$ cat src/rtl/cam_dma_pkg.sv
// Holds offsets, field positions, reset values and fetch states for the camera DMA control.
// Assumes a 32-bit classic Wishbone slave and a 32-bit Wishbone memory master.
package cam_dma_pkg;
	localparam logic [7:0] OFF_ENABLE = 8'h00;
	localparam logic [7:0] OFF_DISABLE = 8'h04;
	localparam logic [7:0] OFF_STATE = 8'h08;
	localparam logic [7:0] OFF_P_BASE = 8'h0c;
	localparam logic [7:0] OFF_P_CTRL = 8'h10;
	localparam logic [7:0] OFF_P_DESC = 8'h14;
	localparam logic [7:0] OFF_C_BASE = 8'h18;
	localparam logic [7:0] OFF_C_CTRL = 8'h1c;
	localparam logic [7:0] OFF_C_DESC = 8'h20;
	localparam logic [7:0] OFF_WP_CTRL = 8'h24;
	localparam logic [7:0] OFF_WP_STAT = 8'h28;
	localparam int BIT_PREV = 0;
	localparam int BIT_CODEC = 1;
	localparam int BIT_FETCH = 0;
	localparam int BIT_STORE = 1;
	localparam int BIT_MASK = 2;
	localparam int BIT_DONE = 3;
	localparam int BIT_WP_EN = 0;
	localparam logic [23:0] WP_KEY = 24'h495349;
	localparam logic [3:0] VIOL_CFG_WRITE = 4'h1;
	localparam logic [31:0] ALIGN_MASK = 32'hffff_fffc;
	localparam logic [31:0] CTRL_MASK = 32'h0000_0007;
	localparam logic [31:0] RESET_WORD = 32'h0000_0000;
	localparam logic [31:0] DESC_STEP = 32'h0000_0004;
	localparam logic [31:0] DONE_WORD = 32'h0000_0008;
	localparam logic [1:0] IDX_BASE = 2'h0;
	localparam logic [1:0] IDX_CTRL = 2'h1;
	localparam logic [1:0] IDX_NEXT = 2'h2;
	typedef enum logic [2:0] {
		FS_IDLE,
		FS_READ,
		FS_STORE,
		FS_GAP
	} fetch_state_t;
endpackage

$ cat src/rtl/camera_dma_channel_control.sv
// Channel control, descriptor fetch/writeback and write protection for preview and codec DMA.
// Assumes classic Wishbone on both ports, one clock, and a frame_end pulse per channel.
// Behaviour
// RULE1: codec enable strobe one enables codec
// RULE2: preview enable strobe bit0 enables preview
// RULE3: disable bit0 turns preview off, polled
// RULE4: disable bit1 turns codec off, polled
// RULE5: state bit0 shows preview enabled
// RULE6: state bit1 shows codec enabled, reset zero
// RULE7: preview base holds word address
// RULE8: codec base holds word address
// RULE9: preview descriptor pointer word aligned
// RULE10: codec descriptor pointer word aligned
// RULE11: preview control bit0 enables fetch
// RULE12: preview control bit1 enables writeback
// RULE13: preview bit2 low enables done flag
// RULE14: preview writeback sets memory done bit
// RULE15: codec control bit0 enables fetch
// RULE16: codec control bit1 enables writeback
// RULE17: codec bit2 low enables done flag
// RULE18: codec writeback sets memory done bit
// RULE19: keyed write with bit0 enables protection
// RULE20: keyed write bit0 clear disables protection
// RULE21: wrong key leaves protection unchanged
// RULE22: violation field clears on read
// RULE23: fetch loads descriptor, follows next pointer
// RULE24: protection blocks configuration writes
//
// The address map and register access over Wishbone are this design's own decisions.
`timescale 1ns/10ps
module camera_dma_channel_control (
	input wire logic clk_i, // System clock
	input wire logic rst_i, // Synchronous reset, high
	input wire logic wb_cyc_i, // Slave cycle
	input wire logic wb_stb_i, // Slave strobe
	input wire logic wb_we_i, // Slave write
	input wire logic [7:0] wb_adr_i, // Slave byte address
	input wire logic [3:0] wb_sel_i, // Slave byte selects
	input wire logic [31:0] wb_dat_i, // Slave write data
	output logic [31:0] wb_dat_o, // Slave read data
	output logic wb_ack_o, // Slave ack
	input wire logic [1:0] frame_end_i, // End of frame pulse, bit0 preview
	output logic [31:0] preview_base_o, // Active preview buffer base
	output logic [31:0] codec_base_o, // Active codec buffer base
	output logic [1:0] active_o, // Channel enabled
	output logic [1:0] done_o, // Transfer done pulse
	output logic m_cyc_o, // Memory cycle
	output logic m_stb_o, // Memory strobe
	output logic m_we_o, // Memory write
	output logic [31:0] m_adr_o, // Memory address
	output logic [31:0] m_dat_o, // Memory write data
	input wire logic [31:0] m_dat_i, // Memory read data
	input wire logic m_ack_i // Memory ack
);
	typedef struct packed {
		logic ack;
		logic [31:0] rdata;
		logic [1:0] active;
		logic [31:0] p_base;
		logic [31:0] c_base;
		logic [31:0] p_ctrl;
		logic [31:0] c_ctrl;
		logic [31:0] p_desc;
		logic [31:0] c_desc;
		logic wp_en;
		logic [3:0] viol;
		logic [1:0] done;
		logic [1:0] fetch_pend;
		logic [1:0] store_pend;
		cam_dma_pkg::fetch_state_t fs;
		logic ch;
		logic [1:0] idx;
		logic [31:0] cur_desc;
		logic [31:0] p_used;
		logic [31:0] c_used;
		logic cyc;
		logic we;
		logic [31:0] adr;
		logic [31:0] wdat;
	} state_t;

	state_t s_reg;
	state_t s_next;
	logic wr;
	logic rd;

	// Byte-lane merge of a write into an old word
	function automatic logic [31:0] merge(input logic [31:0] old, input logic [31:0] d,
		input logic [3:0] sel);
		logic [31:0] r;
		r = old;
		for (int i = 0; i < 4; i++) begin
			if (sel[i]) begin
				r[i*8 +: 8] = d[i*8 +: 8];
			end
		end
		return r;
	endfunction

	assign wr = wb_cyc_i && wb_stb_i && wb_we_i && !s_reg.ack;
	assign rd = wb_cyc_i && wb_stb_i && !wb_we_i && !s_reg.ack;

	// ----------------------------------------
	// Next state
	// ----------------------------------------
	always_comb begin
		s_next = s_reg;
		s_next.ack = wb_cyc_i && wb_stb_i && !s_reg.ack;
		s_next.done = 2'h0;
		if (rd) begin
			case (wb_adr_i)
				cam_dma_pkg::OFF_STATE: s_next.rdata = {30'h0, s_reg.active}; // RULE5 RULE6
				cam_dma_pkg::OFF_P_BASE: s_next.rdata = s_reg.p_base;
				cam_dma_pkg::OFF_P_CTRL: s_next.rdata = s_reg.p_ctrl;
				cam_dma_pkg::OFF_P_DESC: s_next.rdata = s_reg.p_desc;
				cam_dma_pkg::OFF_C_BASE: s_next.rdata = s_reg.c_base;
				cam_dma_pkg::OFF_C_CTRL: s_next.rdata = s_reg.c_ctrl;
				cam_dma_pkg::OFF_C_DESC: s_next.rdata = s_reg.c_desc;
				cam_dma_pkg::OFF_WP_CTRL: s_next.rdata = {31'h0, s_reg.wp_en};
				cam_dma_pkg::OFF_WP_STAT: begin
					s_next.rdata = {28'h0, s_reg.viol};
					s_next.viol = 4'h0; // RULE22
				end
				default: s_next.rdata = cam_dma_pkg::RESET_WORD;
			endcase
		end
		if (wr) begin
			case (wb_adr_i)
				cam_dma_pkg::OFF_ENABLE: begin
					if (wb_sel_i[0] && wb_dat_i[cam_dma_pkg::BIT_PREV]) begin
						s_next.active[0] = 1'b1; // RULE2
					end
					if (wb_sel_i[0] && wb_dat_i[cam_dma_pkg::BIT_CODEC]) begin
						s_next.active[1] = 1'b1; // RULE1
					end
				end
				cam_dma_pkg::OFF_DISABLE: begin
					if (wb_sel_i[0] && wb_dat_i[cam_dma_pkg::BIT_PREV]) begin
						s_next.active[0] = 1'b0; // RULE3
					end
					if (wb_sel_i[0] && wb_dat_i[cam_dma_pkg::BIT_CODEC]) begin
						s_next.active[1] = 1'b0; // RULE4
					end
				end
				cam_dma_pkg::OFF_P_BASE, cam_dma_pkg::OFF_P_CTRL, cam_dma_pkg::OFF_P_DESC,
				cam_dma_pkg::OFF_C_BASE, cam_dma_pkg::OFF_C_CTRL, cam_dma_pkg::OFF_C_DESC: begin
					if (s_reg.wp_en) begin
						s_next.viol = cam_dma_pkg::VIOL_CFG_WRITE; // RULE24
					end else begin
						case (wb_adr_i)
							cam_dma_pkg::OFF_P_BASE: s_next.p_base =
								merge(s_reg.p_base, wb_dat_i, wb_sel_i) & cam_dma_pkg::ALIGN_MASK; // RULE7
							cam_dma_pkg::OFF_C_BASE: s_next.c_base =
								merge(s_reg.c_base, wb_dat_i, wb_sel_i) & cam_dma_pkg::ALIGN_MASK; // RULE8
							cam_dma_pkg::OFF_P_DESC: begin
								s_next.p_desc = merge(s_reg.p_desc, wb_dat_i, wb_sel_i)
									& cam_dma_pkg::ALIGN_MASK; // RULE9
								s_next.p_used = s_next.p_desc;
							end
							cam_dma_pkg::OFF_C_DESC: begin
								s_next.c_desc = merge(s_reg.c_desc, wb_dat_i, wb_sel_i)
									& cam_dma_pkg::ALIGN_MASK; // RULE10
								s_next.c_used = s_next.c_desc;
							end
							cam_dma_pkg::OFF_P_CTRL: s_next.p_ctrl =
								merge(s_reg.p_ctrl, wb_dat_i, wb_sel_i) & cam_dma_pkg::CTRL_MASK; // RULE11 RULE12
							cam_dma_pkg::OFF_C_CTRL: s_next.c_ctrl =
								merge(s_reg.c_ctrl, wb_dat_i, wb_sel_i) & cam_dma_pkg::CTRL_MASK; // RULE15 RULE16
							default: s_next.viol = s_next.viol;
						endcase
					end
				end
				cam_dma_pkg::OFF_WP_CTRL: begin
					if (wb_sel_i == 4'hf && wb_dat_i[31:8] == cam_dma_pkg::WP_KEY) begin // RULE21
						s_next.wp_en = wb_dat_i[cam_dma_pkg::BIT_WP_EN]; // RULE19 RULE20
					end
				end
				default: s_next.rdata = s_next.rdata;
			endcase
		end
		// ----------------------------------------
		// Descriptor engine: preview first, writeback before fetch per channel
		// ----------------------------------------
		case (s_reg.fs)
			cam_dma_pkg::FS_IDLE: begin
				for (int c = 1; c >= 0; c--) begin
					if (s_reg.store_pend[c] || s_reg.fetch_pend[c]) begin
						s_next.ch = c[0];
					end
				end
				if (s_reg.store_pend != 2'h0 || s_reg.fetch_pend != 2'h0) begin
					s_next.ch = (s_reg.store_pend[0] || s_reg.fetch_pend[0]) ? 1'b0 : 1'b1;
					s_next.cur_desc = s_next.ch ? s_reg.c_desc : s_reg.p_desc;
					s_next.cyc = 1'b1;
					s_next.idx = cam_dma_pkg::IDX_BASE;
					if (s_reg.store_pend[s_next.ch]) begin
						s_next.fs = cam_dma_pkg::FS_STORE;
						s_next.we = 1'b1;
						// Done bit goes to the descriptor just used, not the next one
						s_next.adr = (s_next.ch ? s_reg.c_used : s_reg.p_used)
							+ cam_dma_pkg::DESC_STEP;
						s_next.wdat = (s_next.ch ? s_reg.c_ctrl : s_reg.p_ctrl)
							| cam_dma_pkg::DONE_WORD; // RULE14 RULE18
					end else begin
						s_next.fs = cam_dma_pkg::FS_READ;
						s_next.we = 1'b0;
						s_next.adr = s_next.ch ? s_reg.c_desc : s_reg.p_desc;
					end
				end
			end
			cam_dma_pkg::FS_STORE: begin
				if (m_ack_i) begin
					s_next.cyc = 1'b0;
					s_next.we = 1'b0;
					s_next.store_pend[s_reg.ch] = 1'b0;
					s_next.fs = cam_dma_pkg::FS_GAP;
				end
			end
			cam_dma_pkg::FS_READ: begin
				if (m_ack_i) begin
					s_next.cyc = 1'b0;
					s_next.fs = cam_dma_pkg::FS_GAP;
					case (s_reg.idx)
						cam_dma_pkg::IDX_BASE: begin
							if (s_reg.ch) begin
								s_next.c_base = m_dat_i & cam_dma_pkg::ALIGN_MASK;
							end else begin
								s_next.p_base = m_dat_i & cam_dma_pkg::ALIGN_MASK;
							end
						end
						cam_dma_pkg::IDX_CTRL: begin
							if (s_reg.ch) begin
								s_next.c_ctrl = m_dat_i & cam_dma_pkg::CTRL_MASK;
							end else begin
								s_next.p_ctrl = m_dat_i & cam_dma_pkg::CTRL_MASK;
							end
						end
						default: begin
							if (s_reg.ch) begin
								s_next.c_desc = m_dat_i & cam_dma_pkg::ALIGN_MASK; // RULE23
								s_next.c_used = s_reg.cur_desc;
							end else begin
								s_next.p_desc = m_dat_i & cam_dma_pkg::ALIGN_MASK; // RULE23
								s_next.p_used = s_reg.cur_desc;
							end
							s_next.fetch_pend[s_reg.ch] = 1'b0;
						end
					endcase
					if (s_reg.idx != cam_dma_pkg::IDX_NEXT) begin
						s_next.idx = s_reg.idx + 2'h1;
					end else begin
						s_next.idx = cam_dma_pkg::IDX_BASE;
					end
				end
			end
			cam_dma_pkg::FS_GAP: begin
				if (s_reg.idx != cam_dma_pkg::IDX_BASE) begin
					s_next.fs = cam_dma_pkg::FS_READ;
					s_next.cyc = 1'b1;
					s_next.adr = s_reg.cur_desc + {28'h0, s_reg.idx, 2'h0};
				end else begin
					s_next.fs = cam_dma_pkg::FS_IDLE;
				end
			end
			default: s_next.fs = cam_dma_pkg::FS_IDLE;
		endcase
		// ----------------------------------------
		// Queued work: a new request beats the engine's clear
		// ----------------------------------------
		if (wr && wb_adr_i == cam_dma_pkg::OFF_ENABLE && wb_sel_i[0]) begin
			if (wb_dat_i[cam_dma_pkg::BIT_PREV] && s_reg.p_ctrl[cam_dma_pkg::BIT_FETCH]) begin
				s_next.fetch_pend[0] = 1'b1; // RULE11 RULE23
			end
			if (wb_dat_i[cam_dma_pkg::BIT_CODEC] && s_reg.c_ctrl[cam_dma_pkg::BIT_FETCH]) begin
				s_next.fetch_pend[1] = 1'b1; // RULE15 RULE23
			end
		end
		if (frame_end_i[0] && s_reg.active[0]) begin
			s_next.done[0] = !s_reg.p_ctrl[cam_dma_pkg::BIT_MASK]; // RULE13
			if (s_reg.p_ctrl[cam_dma_pkg::BIT_STORE]) begin
				s_next.store_pend[0] = 1'b1; // RULE12 RULE14
			end
			if (s_reg.p_ctrl[cam_dma_pkg::BIT_FETCH]) begin
				s_next.fetch_pend[0] = 1'b1; // RULE23
			end
		end
		if (frame_end_i[1] && s_reg.active[1]) begin
			s_next.done[1] = !s_reg.c_ctrl[cam_dma_pkg::BIT_MASK]; // RULE17
			if (s_reg.c_ctrl[cam_dma_pkg::BIT_STORE]) begin
				s_next.store_pend[1] = 1'b1; // RULE16 RULE18
			end
			if (s_reg.c_ctrl[cam_dma_pkg::BIT_FETCH]) begin
				s_next.fetch_pend[1] = 1'b1; // RULE23
			end
		end
		if (rst_i) begin
			s_next = '0;
			s_next.fs = cam_dma_pkg::FS_IDLE;
		end
	end

	always_ff @(posedge clk_i) begin
		s_reg <= s_next;
	end

	assign wb_ack_o = s_reg.ack;
	assign wb_dat_o = s_reg.rdata;
	assign active_o = s_reg.active;
	assign done_o = s_reg.done;
	assign preview_base_o = s_reg.p_base;
	assign codec_base_o = s_reg.c_base;
	assign m_cyc_o = s_reg.cyc;
	assign m_stb_o = s_reg.cyc;
	assign m_we_o = s_reg.we;
	assign m_adr_o = s_reg.adr;
	assign m_dat_o = s_reg.wdat;

	// ----------------------------------------
	// Checks
	// ----------------------------------------
	AST_ENABLE_CODEC: assert property (@(posedge clk_i) disable iff (rst_i) // RULE1
		wr && wb_adr_i == cam_dma_pkg::OFF_ENABLE && wb_sel_i[0] && wb_dat_i[1] |=> active_o[1])
		else $error("codec not enabled");
	AST_ENABLE_PREV: assert property (@(posedge clk_i) disable iff (rst_i) // RULE2
		wr && wb_adr_i == cam_dma_pkg::OFF_ENABLE && wb_sel_i[0] && wb_dat_i[0] |=> active_o[0])
		else $error("preview not enabled");
	AST_DISABLE_PREV: assert property (@(posedge clk_i) disable iff (rst_i) // RULE3
		wr && wb_adr_i == cam_dma_pkg::OFF_DISABLE && wb_sel_i[0] && wb_dat_i[0] |=> !active_o[0])
		else $error("preview not disabled");
	AST_DISABLE_CODEC: assert property (@(posedge clk_i) disable iff (rst_i) // RULE4
		wr && wb_adr_i == cam_dma_pkg::OFF_DISABLE && wb_sel_i[0] && wb_dat_i[1] |=> !active_o[1])
		else $error("codec not disabled");
	AST_STATE_READ: assert property (@(posedge clk_i) disable iff (rst_i) // RULE5
		rd && wb_adr_i == cam_dma_pkg::OFF_STATE |=> wb_dat_o == {30'h0, $past(active_o)})
		else $error("state read wrong");
	AST_DONE_MASK: assert property (@(posedge clk_i) disable iff (rst_i) // RULE13
		frame_end_i[0] && active_o[0] |=> done_o[0] == !$past(s_reg.p_ctrl[cam_dma_pkg::BIT_MASK]))
		else $error("preview done flag wrong");
	AST_KEY: assert property (@(posedge clk_i) disable iff (rst_i) // RULE21
		wr && wb_adr_i == cam_dma_pkg::OFF_WP_CTRL && wb_dat_i[31:8] != cam_dma_pkg::WP_KEY
		|=> $stable(s_reg.wp_en))
		else $error("bad key changed protection");
	AST_PROTECT: assert property (@(posedge clk_i) disable iff (rst_i) // RULE24
		wr && s_reg.wp_en && wb_adr_i == cam_dma_pkg::OFF_P_BASE && s_reg.fs == cam_dma_pkg::FS_IDLE
		|=> $stable(s_reg.p_base) && s_reg.viol == cam_dma_pkg::VIOL_CFG_WRITE)
		else $error("protected write took effect");
	AST_VIOL_CLR: assert property (@(posedge clk_i) disable iff (rst_i) // RULE22
		rd && wb_adr_i == cam_dma_pkg::OFF_WP_STAT && !wr |=> s_reg.viol == 4'h0)
		else $error("violation not cleared");
	AST_STATE_RESET: assert property (@(posedge clk_i) disable iff (rst_i) // RULE6
		$past(rst_i) |-> active_o == 2'h0 && done_o == 2'h0 && !wb_ack_o)
		else $error("outputs not cleared by reset");
	AST_ALIGN: assert property (@(posedge clk_i) disable iff (rst_i) // RULE7 RULE8 RULE9 RULE10
		((s_reg.p_base | s_reg.c_base | s_reg.p_desc | s_reg.c_desc) & ~cam_dma_pkg::ALIGN_MASK)
		== cam_dma_pkg::RESET_WORD)
		else $error("address register not word aligned");
	AST_DONE_CODEC: assert property (@(posedge clk_i) disable iff (rst_i) // RULE17
		frame_end_i[1] && active_o[1] |=> done_o[1] == !$past(s_reg.c_ctrl[cam_dma_pkg::BIT_MASK]))
		else $error("codec done flag wrong");
	AST_KEY_WRITE: assert property (@(posedge clk_i) disable iff (rst_i) // RULE19 RULE20
		wr && wb_adr_i == cam_dma_pkg::OFF_WP_CTRL && wb_sel_i == 4'hf && wb_dat_i[31:8] ==
		cam_dma_pkg::WP_KEY |=> s_reg.wp_en == $past(wb_dat_i[cam_dma_pkg::BIT_WP_EN]))
		else $error("keyed write did not set protection");
	AST_FETCH_PREV: assert property (@(posedge clk_i) disable iff (rst_i) // RULE11 RULE23
		s_reg.fs == cam_dma_pkg::FS_IDLE && s_reg.fetch_pend[0] && !s_reg.store_pend[0]
		|=> m_cyc_o && !m_we_o && m_adr_o == $past(s_reg.p_desc))
		else $error("preview fetch not started at descriptor");
	AST_FETCH_CODEC: assert property (@(posedge clk_i) disable iff (rst_i) // RULE15 RULE23
		s_reg.fs == cam_dma_pkg::FS_IDLE && s_reg.fetch_pend == 2'h2 && s_reg.store_pend == 2'h0
		|=> m_cyc_o && !m_we_o && m_adr_o == $past(s_reg.c_desc))
		else $error("codec fetch not started at descriptor");
	AST_STORE_PREV: assert property (@(posedge clk_i) disable iff (rst_i) // RULE12 RULE14
		s_reg.fs == cam_dma_pkg::FS_IDLE && s_reg.store_pend[0]
		|=> m_cyc_o && m_we_o && m_adr_o == $past(s_reg.p_used) + cam_dma_pkg::DESC_STEP)
		else $error("preview writeback address wrong");
	AST_STORE_WORD: assert property (@(posedge clk_i) disable iff (rst_i) // RULE14 RULE18
		m_cyc_o && m_we_o |-> m_dat_o[cam_dma_pkg::BIT_DONE])
		else $error("writeback without done bit");
endmodule

$ cat config.mk
export PLATFORM = sky130hd
export DESIGN_NAME = camera_dma_channel_control
export DESIGN_NICKNAME = d
export VERILOG_FILES = /design/src/rtl/cam_dma_pkg.sv /design/src/rtl/camera_dma_channel_control.sv
export SDC_FILE = /design/constraint.sdc
export NUM_CORES = 1
export LEC_CHECK = 0
export ABC_AREA = 1
export ABC_CLOCK_PERIOD_IN_PS = 5500
export BUFFER_PORTS_ARGS = -buffer_cell sky130_fd_sc_hd__buf_2
export CORE_UTILIZATION = 44
export DETAILED_ROUTE_END_ITERATION = 6
export PLACE_DENSITY = 0.7
export SLEW_MARGIN = 20
export SYNTH_ARGS = -nofsm -noshare
export SYNTH_HDL_FRONTEND = slang
export SYNTH_SLANG_ARGS = --single-unit
$ cat constraint.sdc
create_clock -name clk_i -period 5.5 [get_ports clk_i]
set_input_delay 0.275 -clock clk_i [delete_from_list [all_inputs] [get_ports clk_i]]
set_output_delay 0.275 -clock clk_i [all_outputs]
set_load 0.05 [all_outputs]
==> Word-level counts from Yosys, hierarchy flattened <==
Cells that the tools add are included.
{ "word_totals": {"input_bits": 84, "elab_cells": 216, "register_bits": 406} }
{ "op_classes": {"n_lt_le_gt_ge": 3, "eq_ne": 25, "addsub": 3, "n_bitwise": 5, "n_reduce_logical": 50, "muxes": 104} }
{ "op_table": {"columns": ["op", "count"], "rows": [
  ["2-to-1 mux 192 bit", 4],
  ["2-to-1 mux 32 bit", 22],
  ["2-to-1 mux 64 bit", 8],
  ["case mux 32 bit (9 select lines)", 1],
  ["2-to-1 mux 197 bit", 1],
  ["2-to-1 mux 8 bit", 16],
  ["2-to-1 mux 66 bit", 1],
  ["2-to-1 mux 65 bit", 1],
  ["case mux 32 bit (2 select lines)", 1],
  ["2-to-1 mux 38 bit", 1],
  ["2-to-1 mux 33 bit", 1],
  ["adder 32 x 3 -> 32 bit, second input constant", 1],
  ["adder 32 x 4 -> 32 bit", 1],
  ["== test 8 x 5 -> 1 bit, second input constant", 4],
  ["== test 24 x 23 -> 1 bit, second input constant", 1],
  ["== test 8 x 6 -> 1 bit, second input constant", 3],
  ["2-to-1 mux 1 bit", 24],
  ["2-to-1 mux 2 bit", 9],
  ["inequality test 2 bit, second input constant", 9],
  ["AND reduction 3 bit", 6],
  ["== test 8 x 4 -> 1 bit, second input constant", 2],
  ["logical AND 1 bit", 16],
  ["2-to-1 mux 4 bit", 4],
  ["nonzero test 2 bit", 7],
  ["other kinds (30)", 46]
]} }

==> Depth between registers and ports, before layout <==
Gate-level depths: netlist (run 1).
{ "logic_depth": {"word_depth": 13, "ltp_mapped": 17, "depth_no_buf": 16} }

==> Worst setup path after synthesis (run 1) <==
Ideal clock, no wire load.
{ "synth_path": {"path_type": "reg-to-reg", "from": "register s_reg[162] (netlist name)", "to": "register s_reg, in the netlist m_adr_o[22]", "t_arrival_ns": 1.999, "slack_ns": 3.432, "path_stages_with_launch": 13, "cell_sequence": "dfxtp_1 > ha_1 > fa_1 > nand2_1 > nor2_1 > nand2_1 > nor3_1 > nand3_1 > nor2_1 > nand2_1 > o21ai_0 > a21oi_1 > a21oi_1"} }
{ "synth_via": {"elab_chain_cells": 3} }
{ "synth_rtl": {"columns": ["item", "line_no", "source"], "rows": [
  ["start: declaration", "camera_dma_channel_control.sv:82", "state_t s_reg;"],
  ["start signal: assignment", "camera_dma_channel_control.sv:303", "s_reg <= s_next;"],
  ["adder 32 x 4 -> 32 bit / nonzero test 2 bit (equally long branches)", "camera_dma_channel_control.sv:260, camera_dma_channel_control.sv:257", null],
  ["2-to-1 mux 32 bit / inequality test 2 bit (equally long branches)", null, null],
  ["case mux 32 bit (2 select lines) / AND reduction 3 bit (equally long branches)", null, null]
]} }
Several ways; a longest one is shown, not always the timed one. The select of a mux whose other input is x is not followed.
A chain may end at the register's enable or synchronous reset.

==> Worst setup path after layout (run 1) <==
{ "layout_path": {"from": "register s_reg[166] (netlist name)", "to": "register s_reg, in the netlist codec_base_o[16]"} }
{ "layout_via": {"elab_chain_cells": 2} }
{ "layout_rtl": {"columns": ["item", "line_no", "source"], "rows": [
  ["== test 3 x 1 -> 1 bit", "camera_dma_channel_control.sv:184", "case (s_reg.fs)"],
  ["2-to-1 mux 192 bit", "camera_dma_channel_control.sv:184", null]
]} }
No other way between the ends.

==> results.sh, run 1 <==
export IMPL_outcome="finished clean"
export IMPL_finalMaxSlewViolations=0
export IMPL_grt_remaining_overflow=0
export IMPL_finClkSkew_ns=0.02002
export IMPL_maxCapViolations=0
export IMPL_largest_register_ffs=238
export IMPL_grt_pass1_wl_um=122800
export IMPL_rrSetupSlack_ns=1.61
export IMPL_slowest_stage="dlygate4sd3_1"
export IMPL_placedCellCount=3802
export IMPL_die_w_um=227.0
export IMPL_reg2reg_from="s_reg[166]"
export IMPL_cp_top_family="buffers and inverters"
export IMPL_dp_hpwl_um=59730
export IMPL_fmax_mhz=256.8
export IMPL_drtIter0Drc=2957
export IMPL_rsz0062_at_grt="no"
export IMPL_synth_most_common_cell="nand2_1"
export IMPL_clock_latency_ns=0.60
export IMPL_nets=3287
export IMPL_syn_to_final_growth_pct=8.423
export IMPL_cellPowerDensity_nw_per_um2=296.8
export IMPL_ys_flop_type="dfxtp_1"
export IMPL_worstSetupPathType="flop to flop"
export IMPL_tns_ns=0
export IMPL_io_buffers=251
export IMPL_layout_drive_gt1_share=0.1476
export IMPL_clkSlewWorstSetupHoldPaths_ns=0.06
export IMPL_hold_depth=3
export IMPL_critPathBufInv=7
export IMPL_synth_area_um2=22270
export IMPL_start_util=0.4447
export IMPL_ys_seq_elements=405
export IMPL_min_delay_start="m_dat_i[1]"
export IMPL_stdcell_count=3899
export IMPL_ant_nets=0
export IMPL_avgSynthCellArea_um2=6.935
export IMPL_cts_root_buf="clkbuf_16"
export IMPL_arrival_ns=4.38
export IMPL_max_slew_margin_rel=0.2481
export IMPL_worstReg2RegEnd="codec_base_o[16]"
export IMPL_yosysTopAreaCell="dfxtp_1"
export IMPL_cts_tree="yes"
export IMPL_postCtsResizedCells=0
export IMPL_core_um2=50070
export IMPL_yosysTopAreaCellShare=0.3641
export IMPL_p_leak_uw=0.01029
export IMPL_dieArea_um2=51510
export IMPL_finalHoldViolCount=0
export IMPL_clock_sinks=405
export IMPL_grtUsageTotal=0.3110
export IMPL_worstSetupEndpointType="flop"
export IMPL_synthCells=3211
export IMPL_seq_area_um2=8108
export IMPL_drc_errors=0
export IMPL_worstMarginPinSlew_ns=1.127
export IMPL_grt_pass1_vias=20010
export IMPL_numCtsBuffers=44
export IMPL_r2r_worst_path_cells=13
export IMPL_htreeDepth=2
export IMPL_wire_per_inst_um=20.94
export IMPL_worstSetupStartpointType="flop"
export IMPL_peakVddDrop_mv=0.2399
export IMPL_cpMostUsedCell="inv_1"
export IMPL_fin_crit_sh=0.7079
export IMPL_setup_violations=0
export IMPL_die_y_um=227.0
export IMPL_hold_path_class="input pin to flop"
export IMPL_ys_seq_area_frac=0.3641
export IMPL_yosysWarnings=0
export IMPL_synth_edf_count=0
export IMPL_vias=22330
export IMPL_ys_types=65
export IMPL_synth_nets=3304
export IMPL_cp_required_ns=5.99
export IMPL_multi_input_area_um2=10760
export IMPL_ys_async_sr_fraction=0
export IMPL_ys_top_cells_by_area="dfxtp_1 (36%), nand2_1 (10%), o21ai_0 (7.5%)"
export IMPL_wl_um=81660
export IMPL_clockBufferDepth=3
export IMPL_path_max_fanout=32
export IMPL_layout_min_cycle_time_ns=3.894
export IMPL_antenna_found_initial=3
export IMPL_rows=82
export IMPL_viasPerCell=5.727
export IMPL_max_stage_delay_ns=0.55
export IMPL_routabilityCongestion=0.9775
export IMPL_hold_end="s_reg[244]"
export IMPL_crit_chain="inv_1 > ha_1 > inv_1 > nor3_1 > inv_1 > nor2_1 > buf_4 > inv_1 > nand2_1 > inv_1 > o21ai_0 > o21ai_1 > dlygate4sd3_1"
export IMPL_post_place_ws_ns=2.126
export IMPL_synth_common_cells="nand2_1 (615), dfxtp_1 (405), inv_1 (345), o21ai_0 (335), nor2_1 (236)"
export IMPL_ioPinCount=252
export IMPL_setup_ws_ns=1.606
export IMPL_fillers=5192
export IMPL_grt_max_degree=105
export IMPL_firstDrtPassIters=6
## metal layers
metal | vias up | wire, um | global-route usage
li1 | 10510 | - | -
met1 | 10330 | 35200 | 0.4472
met2 | 1312 | 34490 | 0.4599
met3 | 171 | 8866 | 0.05782
met4 | 4 | 3078 | 0.1143
met5 | - | 22 | 0
## tightest hold or removal path: stages
cell	delay, ns
buf_2	0.09
nor3_1	0.05
a211oi_1	0.15
## logic make-up (layout without fill, tap and decap cells)
group | Yosys count | after routing | synth area share
AO/OA/AOI/OAI | 904 | 904 | 0.2380
adder cells (fa/ha/maj) | 9 | 9 | 0.005394
flip-flops | 405 | 405 | 0.3641
buffers and inverters | 720 | 734 | 0.1545
XOR/XNOR | 19 | 19 | 0.007473
AND/OR/NAND/NOR | 1154 | 1154 | 0.2305
other | 0 | 2 | 0
## stage by stage
step | util | total power, uW | hold WS [ns] | area, um^2
after global routing | 0.4822 | 7378 | 0.02493 | 24140
after global placement | 0.4498 | 4201 | 0.4361 | 22520
after CTS | 0.4821 | 7169 | 0.005066 | 24140
final | 0.4822 | 7166 | 0.02158 | 24140
after floorplan | - | 4013 | 0.4013 | 22270
after detailed placement | 0.4498 | 4202 | 0.4420 | 22520
## worst max path at each step
stage           startpoint  depth (start not counted)  slack [ns]               end
2_1_floorplan   s_reg[162]                         12        3.43       m_adr_o[22]
3_3_place_gp   wb_adr_i[5]                         13        2.18        s_reg[239]
3_5_place_dp   wb_adr_i[5]                         13        2.13        s_reg[126]
4_1_cts         s_reg[166]                         13        1.81  codec_base_o[16]
5_1_grt         s_reg[166]                         13        1.39  codec_base_o[16]
6_report        s_reg[166]                         13        1.61  codec_base_o[16]
## power by group
group | internal (uW) | switching (uW)
Combinational | 246 | 791
Clock | 1720 | 1280
Sequential | 3040 | 93.7
Total | 5000 | 2170
## repair_timing
item / 4_1_cts / 5_1_grt
hold buffers: 18 / 0
setup buffers: 0 / 0
hold endpoints to repair: 17 / 0
## cell type report
class,instances,area share
multi-input combinational,2086,0.4458
sequential,405,0.3358
timing repair buffer,293,0.06706
inverter,364,0.05690
clock buffer,64,0.05328
tap,672,0.03483
clock inverter,13,0.006115
antenna,2,0.0002073
## layout by cell type (no fill, tap or decap), types with 11 or more instances in the layout
master         netlist  final
nor2_1             236    232
nand2_1            615    613
a21oi_1            218    218
inv_2               15     17
a22o_1              15     15
clkbuf_16            0     44
o221ai_1            29     29
a211oi_1            26     26
a32o_1              19     19
inv_1              345    342
o211ai_1            20     20
a31oi_1             71     71
o21a_1              19     19
clkbuf_8             0     11
buf_4              166     25
nor3_1              52     51
xor2_1              16     16
nor2_4              11     13
nand2_2             33     35
dlygate4sd3_1        0     18
o31ai_1             23     23
o21ai_0            335    335
o21ai_1             48     48
nand3_1            117    117
dfxtp_1            405    405
nand2_4             14     14
nand4_1             23     23
nor2_2              20     22
o22ai_1             41     41
buf_2               40    250
Note: power is estimated with default switching activity, not from simulation.
==> run 2, diff against run 1 <==
- ABC_AREA: 1 -> 0
- ABC_CLOCK_PERIOD_IN_PS: 5500 -> 4059
- clock period: 5.5 -> 4.06 ns (I/O delays scaled with it)
==> run 2 against run 1 <==
The flow now finishes with violations (design-rule violations). Design area increased by 0.48%. Clock-buffer cell count grew 1. Clock skew down 0.0034 ns. Critical path depth shrank 2. Utilization increased by 1.4 points. Fmax increased by 10%. Sequential power increased by 36%. Via count decreased by 5.7%. Flip-flop and latch count is the same. Register-to-register slack got worse by 1.1 ns. Worst setup slack worse by 1.1 ns. Die area decreased by 2.3%. Critical endpoint is now m_adr_o[28]. Largest power group unchanged. Highest routed layer is now met4.
==> results.sh, run 2 <==
export IMPL_cp_top_family="simple AND/OR/NAND/NOR gates"
export IMPL_io_buffers=251
export IMPL_clock_latency_ns=0.57
export IMPL_critPathBufInv=0
export IMPL_ys_types=77
export IMPL_cellPowerDensity_nw_per_um2=407.5
export IMPL_grt_pass1_vias=19230
export IMPL_die_w_um=224.4
export IMPL_outcome="complete, but fails checks"
export IMPL_final_cell_mix="nand2_1 (426), dfxtp_1 (405), nor2_1 (285)"
export IMPL_worstReg2RegEnd="m_adr_o[28]"
export IMPL_synth_area_um2=21760
export IMPL_finClkSkew_ns=0.01667
export IMPL_multi_input_area_um2=11470
export IMPL_rows=81
export IMPL_crit_chain="or2_4 > nand2_1 > nand2_1 > ha_1 > nand3_1 > o32ai_1 > nand3_1 > nor4_1 > xnor2_1 > a21oi_1 > a2111oi_0"
export IMPL_worstSetupPathType="flop to flop"
export IMPL_ys_seq_elements=405
export IMPL_grt_max_degree=119
export IMPL_syn_to_final_growth_pct=11.50
export IMPL_cts_root_buf="clkbuf_16"
export IMPL_die_y_um=224.4
export IMPL_min_delay_start="wb_dat_i[30]"
export IMPL_viasPerCell=6.211
export IMPL_dp_hpwl_um=54980
export IMPL_synthCells=2681
export IMPL_ant_nets=0
export IMPL_ys_top_cells_by_area="dfxtp_1 (37%), nand2_1 (7.4%), a311oi_1 (6.0%)"
export IMPL_yosysWarnings=0
export IMPL_hold_end="s_reg[209]"
export IMPL_fmax_mhz=282.6
export IMPL_seq_area_um2=8108
export IMPL_maxCapViolations=0
export IMPL_synth_fa_ha_area_frac=0.005521
export IMPL_grt_remaining_overflow=0
export IMPL_layout_commonest_cell="nand2_1"
export IMPL_synth_edf_count=0
export IMPL_postCtsResizedCells=0
export IMPL_synth_nets=2774
export IMPL_tns_ns=0
export IMPL_vias=21050
export IMPL_core_um2=48850
export IMPL_ioPinCount=252
export IMPL_dieArea_um2=50340
export IMPL_fin_crit_sh=0.8715
export IMPL_cp_required_ns=4.50
export IMPL_firstDrtPassIters=7
export IMPL_synth_compound_area_frac=0.2105
export IMPL_yosysTopAreaCell="dfxtp_1"
export IMPL_worstSetupStartpointType="flop"
export IMPL_hold_path_class="input pin to flop"
export IMPL_cts_tree="yes"
export IMPL_synthMuxAreaShare=0.07344
export IMPL_fillers=4615
export IMPL_clkSlewWorstSetupHoldPaths_ns=0.07
export IMPL_finalHoldViolCount=0
export IMPL_peakVddDrop_mv=0.2378
export IMPL_wl_um=77810
export IMPL_routabilityCongestion=0.9395
export IMPL_finalCoreUtilization=0.4966
export IMPL_drtIter0Drc=3148
export IMPL_worstSetupEndpointType="flop"
export IMPL_avgSynthCellArea_um2=8.115
export IMPL_antenna_found_initial=4
export IMPL_synth_top_family_by_area="simple AND/OR/NAND/NOR gates"
export IMPL_clockBufferDepth=3
export IMPL_htreeDepth=2
export IMPL_grt_pass1_wl_um=118500
export IMPL_numCtsBuffers=43
export IMPL_ys_seq_area_frac=0.3726
export IMPL_yosysTopAreaCellShare=0.3726
export IMPL_path_max_fanout=14
export IMPL_worstMarginPinSlew_ns=1.254
export IMPL_hold_depth=3
export IMPL_synth_xor_area_frac=0.01892
export IMPL_p_leak_uw=0.008624
export IMPL_rsz0062_at_grt="no"
export IMPL_synth_common_cells="nand2_1 (430), dfxtp_1 (405), nor2_1 (287), clkbuf_1 (198), buf_4 (165)"
export IMPL_nets=2781
export IMPL_r2r_worst_path_cells=11
export IMPL_max_slew_margin_rel=0.1561
export IMPL_layout_drive_gt1_share=0.1591
export IMPL_synth_most_common_cell="nand2_1"
export IMPL_wire_per_inst_um=22.96
export IMPL_rrSetupSlack_ns=0.52
export IMPL_ys_flop_type="dfxtp_1"
export IMPL_synth_simple_area_share=0.2153
export IMPL_reg2reg_from="s_reg[170]"
export IMPL_slowest_stage="dfxtp_1"
export IMPL_finalMaxSlewViolations=0
export IMPL_max_stage_delay_ns=0.68
export IMPL_layout_min_cycle_time_ns=3.538
export IMPL_start_util=0.4454
export IMPL_violations="design-rule violations"
export IMPL_setup_violations=0
export IMPL_arrival_ns=3.98
export IMPL_drc_errors=2
export IMPL_largest_register_ffs=238
export IMPL_grtUsageTotal=0.3000
export IMPL_ys_async_sr_fraction=0
export IMPL_clock_sinks=405
-- run 2: cell type report --
| class | instances | area share |
|---|---|---|
| Multi-Input combinational cell | 1865 | 0.4728 |
| Sequential cell | 405 | 0.3342 |
| Timing Repair Buffer | 360 | 0.09552 |
| Clock buffer | 65 | 0.05317 |
| Tap cell | 664 | 0.03425 |
| Clock inverter | 13 | 0.007633 |
| Inverter | 13 | 0.002011 |
| Antenna cell | 4 | 0.0004126 |
-- run 2: worst min-delay path, stage by stage --
cell      delay (ns)
buf_2           0.17
nand3_1         0.09
a311oi_1        0.08
-- run 2: how the worst max path moves through the flow --
stage,start,end,depth (start not counted)
after global placement,s_reg[170],m_adr_o[28],11
final,s_reg[170],m_adr_o[28],11
after CTS,s_reg[170],m_adr_o[28],11
after global routing,s_reg[170],m_adr_o[28],11
after floorplan,s_reg[168],m_adr_o[28],16
after detailed placement,s_reg[170],m_adr_o[28],11
-- run 2: kinds of logic after synthesis --
kind of cell / count (synthesis)
AOI/OAI and AO/OA: 624
xor gates and xnor gates: 47
adders and majority gates: 9
buffers and inverters: 411
DFF: 405
muxes: 146
and+or+nand+nor: 1039
-- run 2: metrics by stage --
| step | setup slack, ns | hold slack [ns] | cell area [um^2] | power (uW) | cells |
|---|---|---|---|---|---|
| 6_report | 0.5219 | 0.02067 | 24260 | 9885 | 3389 |
| 5_1_grt | 0.2104 | 0.02890 | 24260 | 10160 | 3389 |
| 4_1_cts | 0.5764 | 0.002553 | 24230 | 9881 | 3384 |
| 3_5_place_dp | 0.5419 | 0.4204 | 22150 | 5737 | 3246 |
| 3_3_place_gp | 0.6237 | 0.4155 | 22150 | 5722 | 3246 |
| 2_1_floorplan | 0.1511 | 0.3117 | 21760 | 5476 | 2681 |
-- run 2: report_power, final --
group	switching (uW)	internal [uW]
logic	1090	383
clock network	1700	2450
registers	139	4120
-- run 2: what timing repair did --
action,4_1_cts,5_1_grt
hold buffers,60,0
setup buffers,0,0
hold endpoints to repair,128,0
-- run 2: per-layer routing --
layer,share of wire,global-route usage
met5,0,0
met2,0.42,0.4360
met1,0.44,0.4439
met4,0.028,0.08997
met3,0.11,0.05813
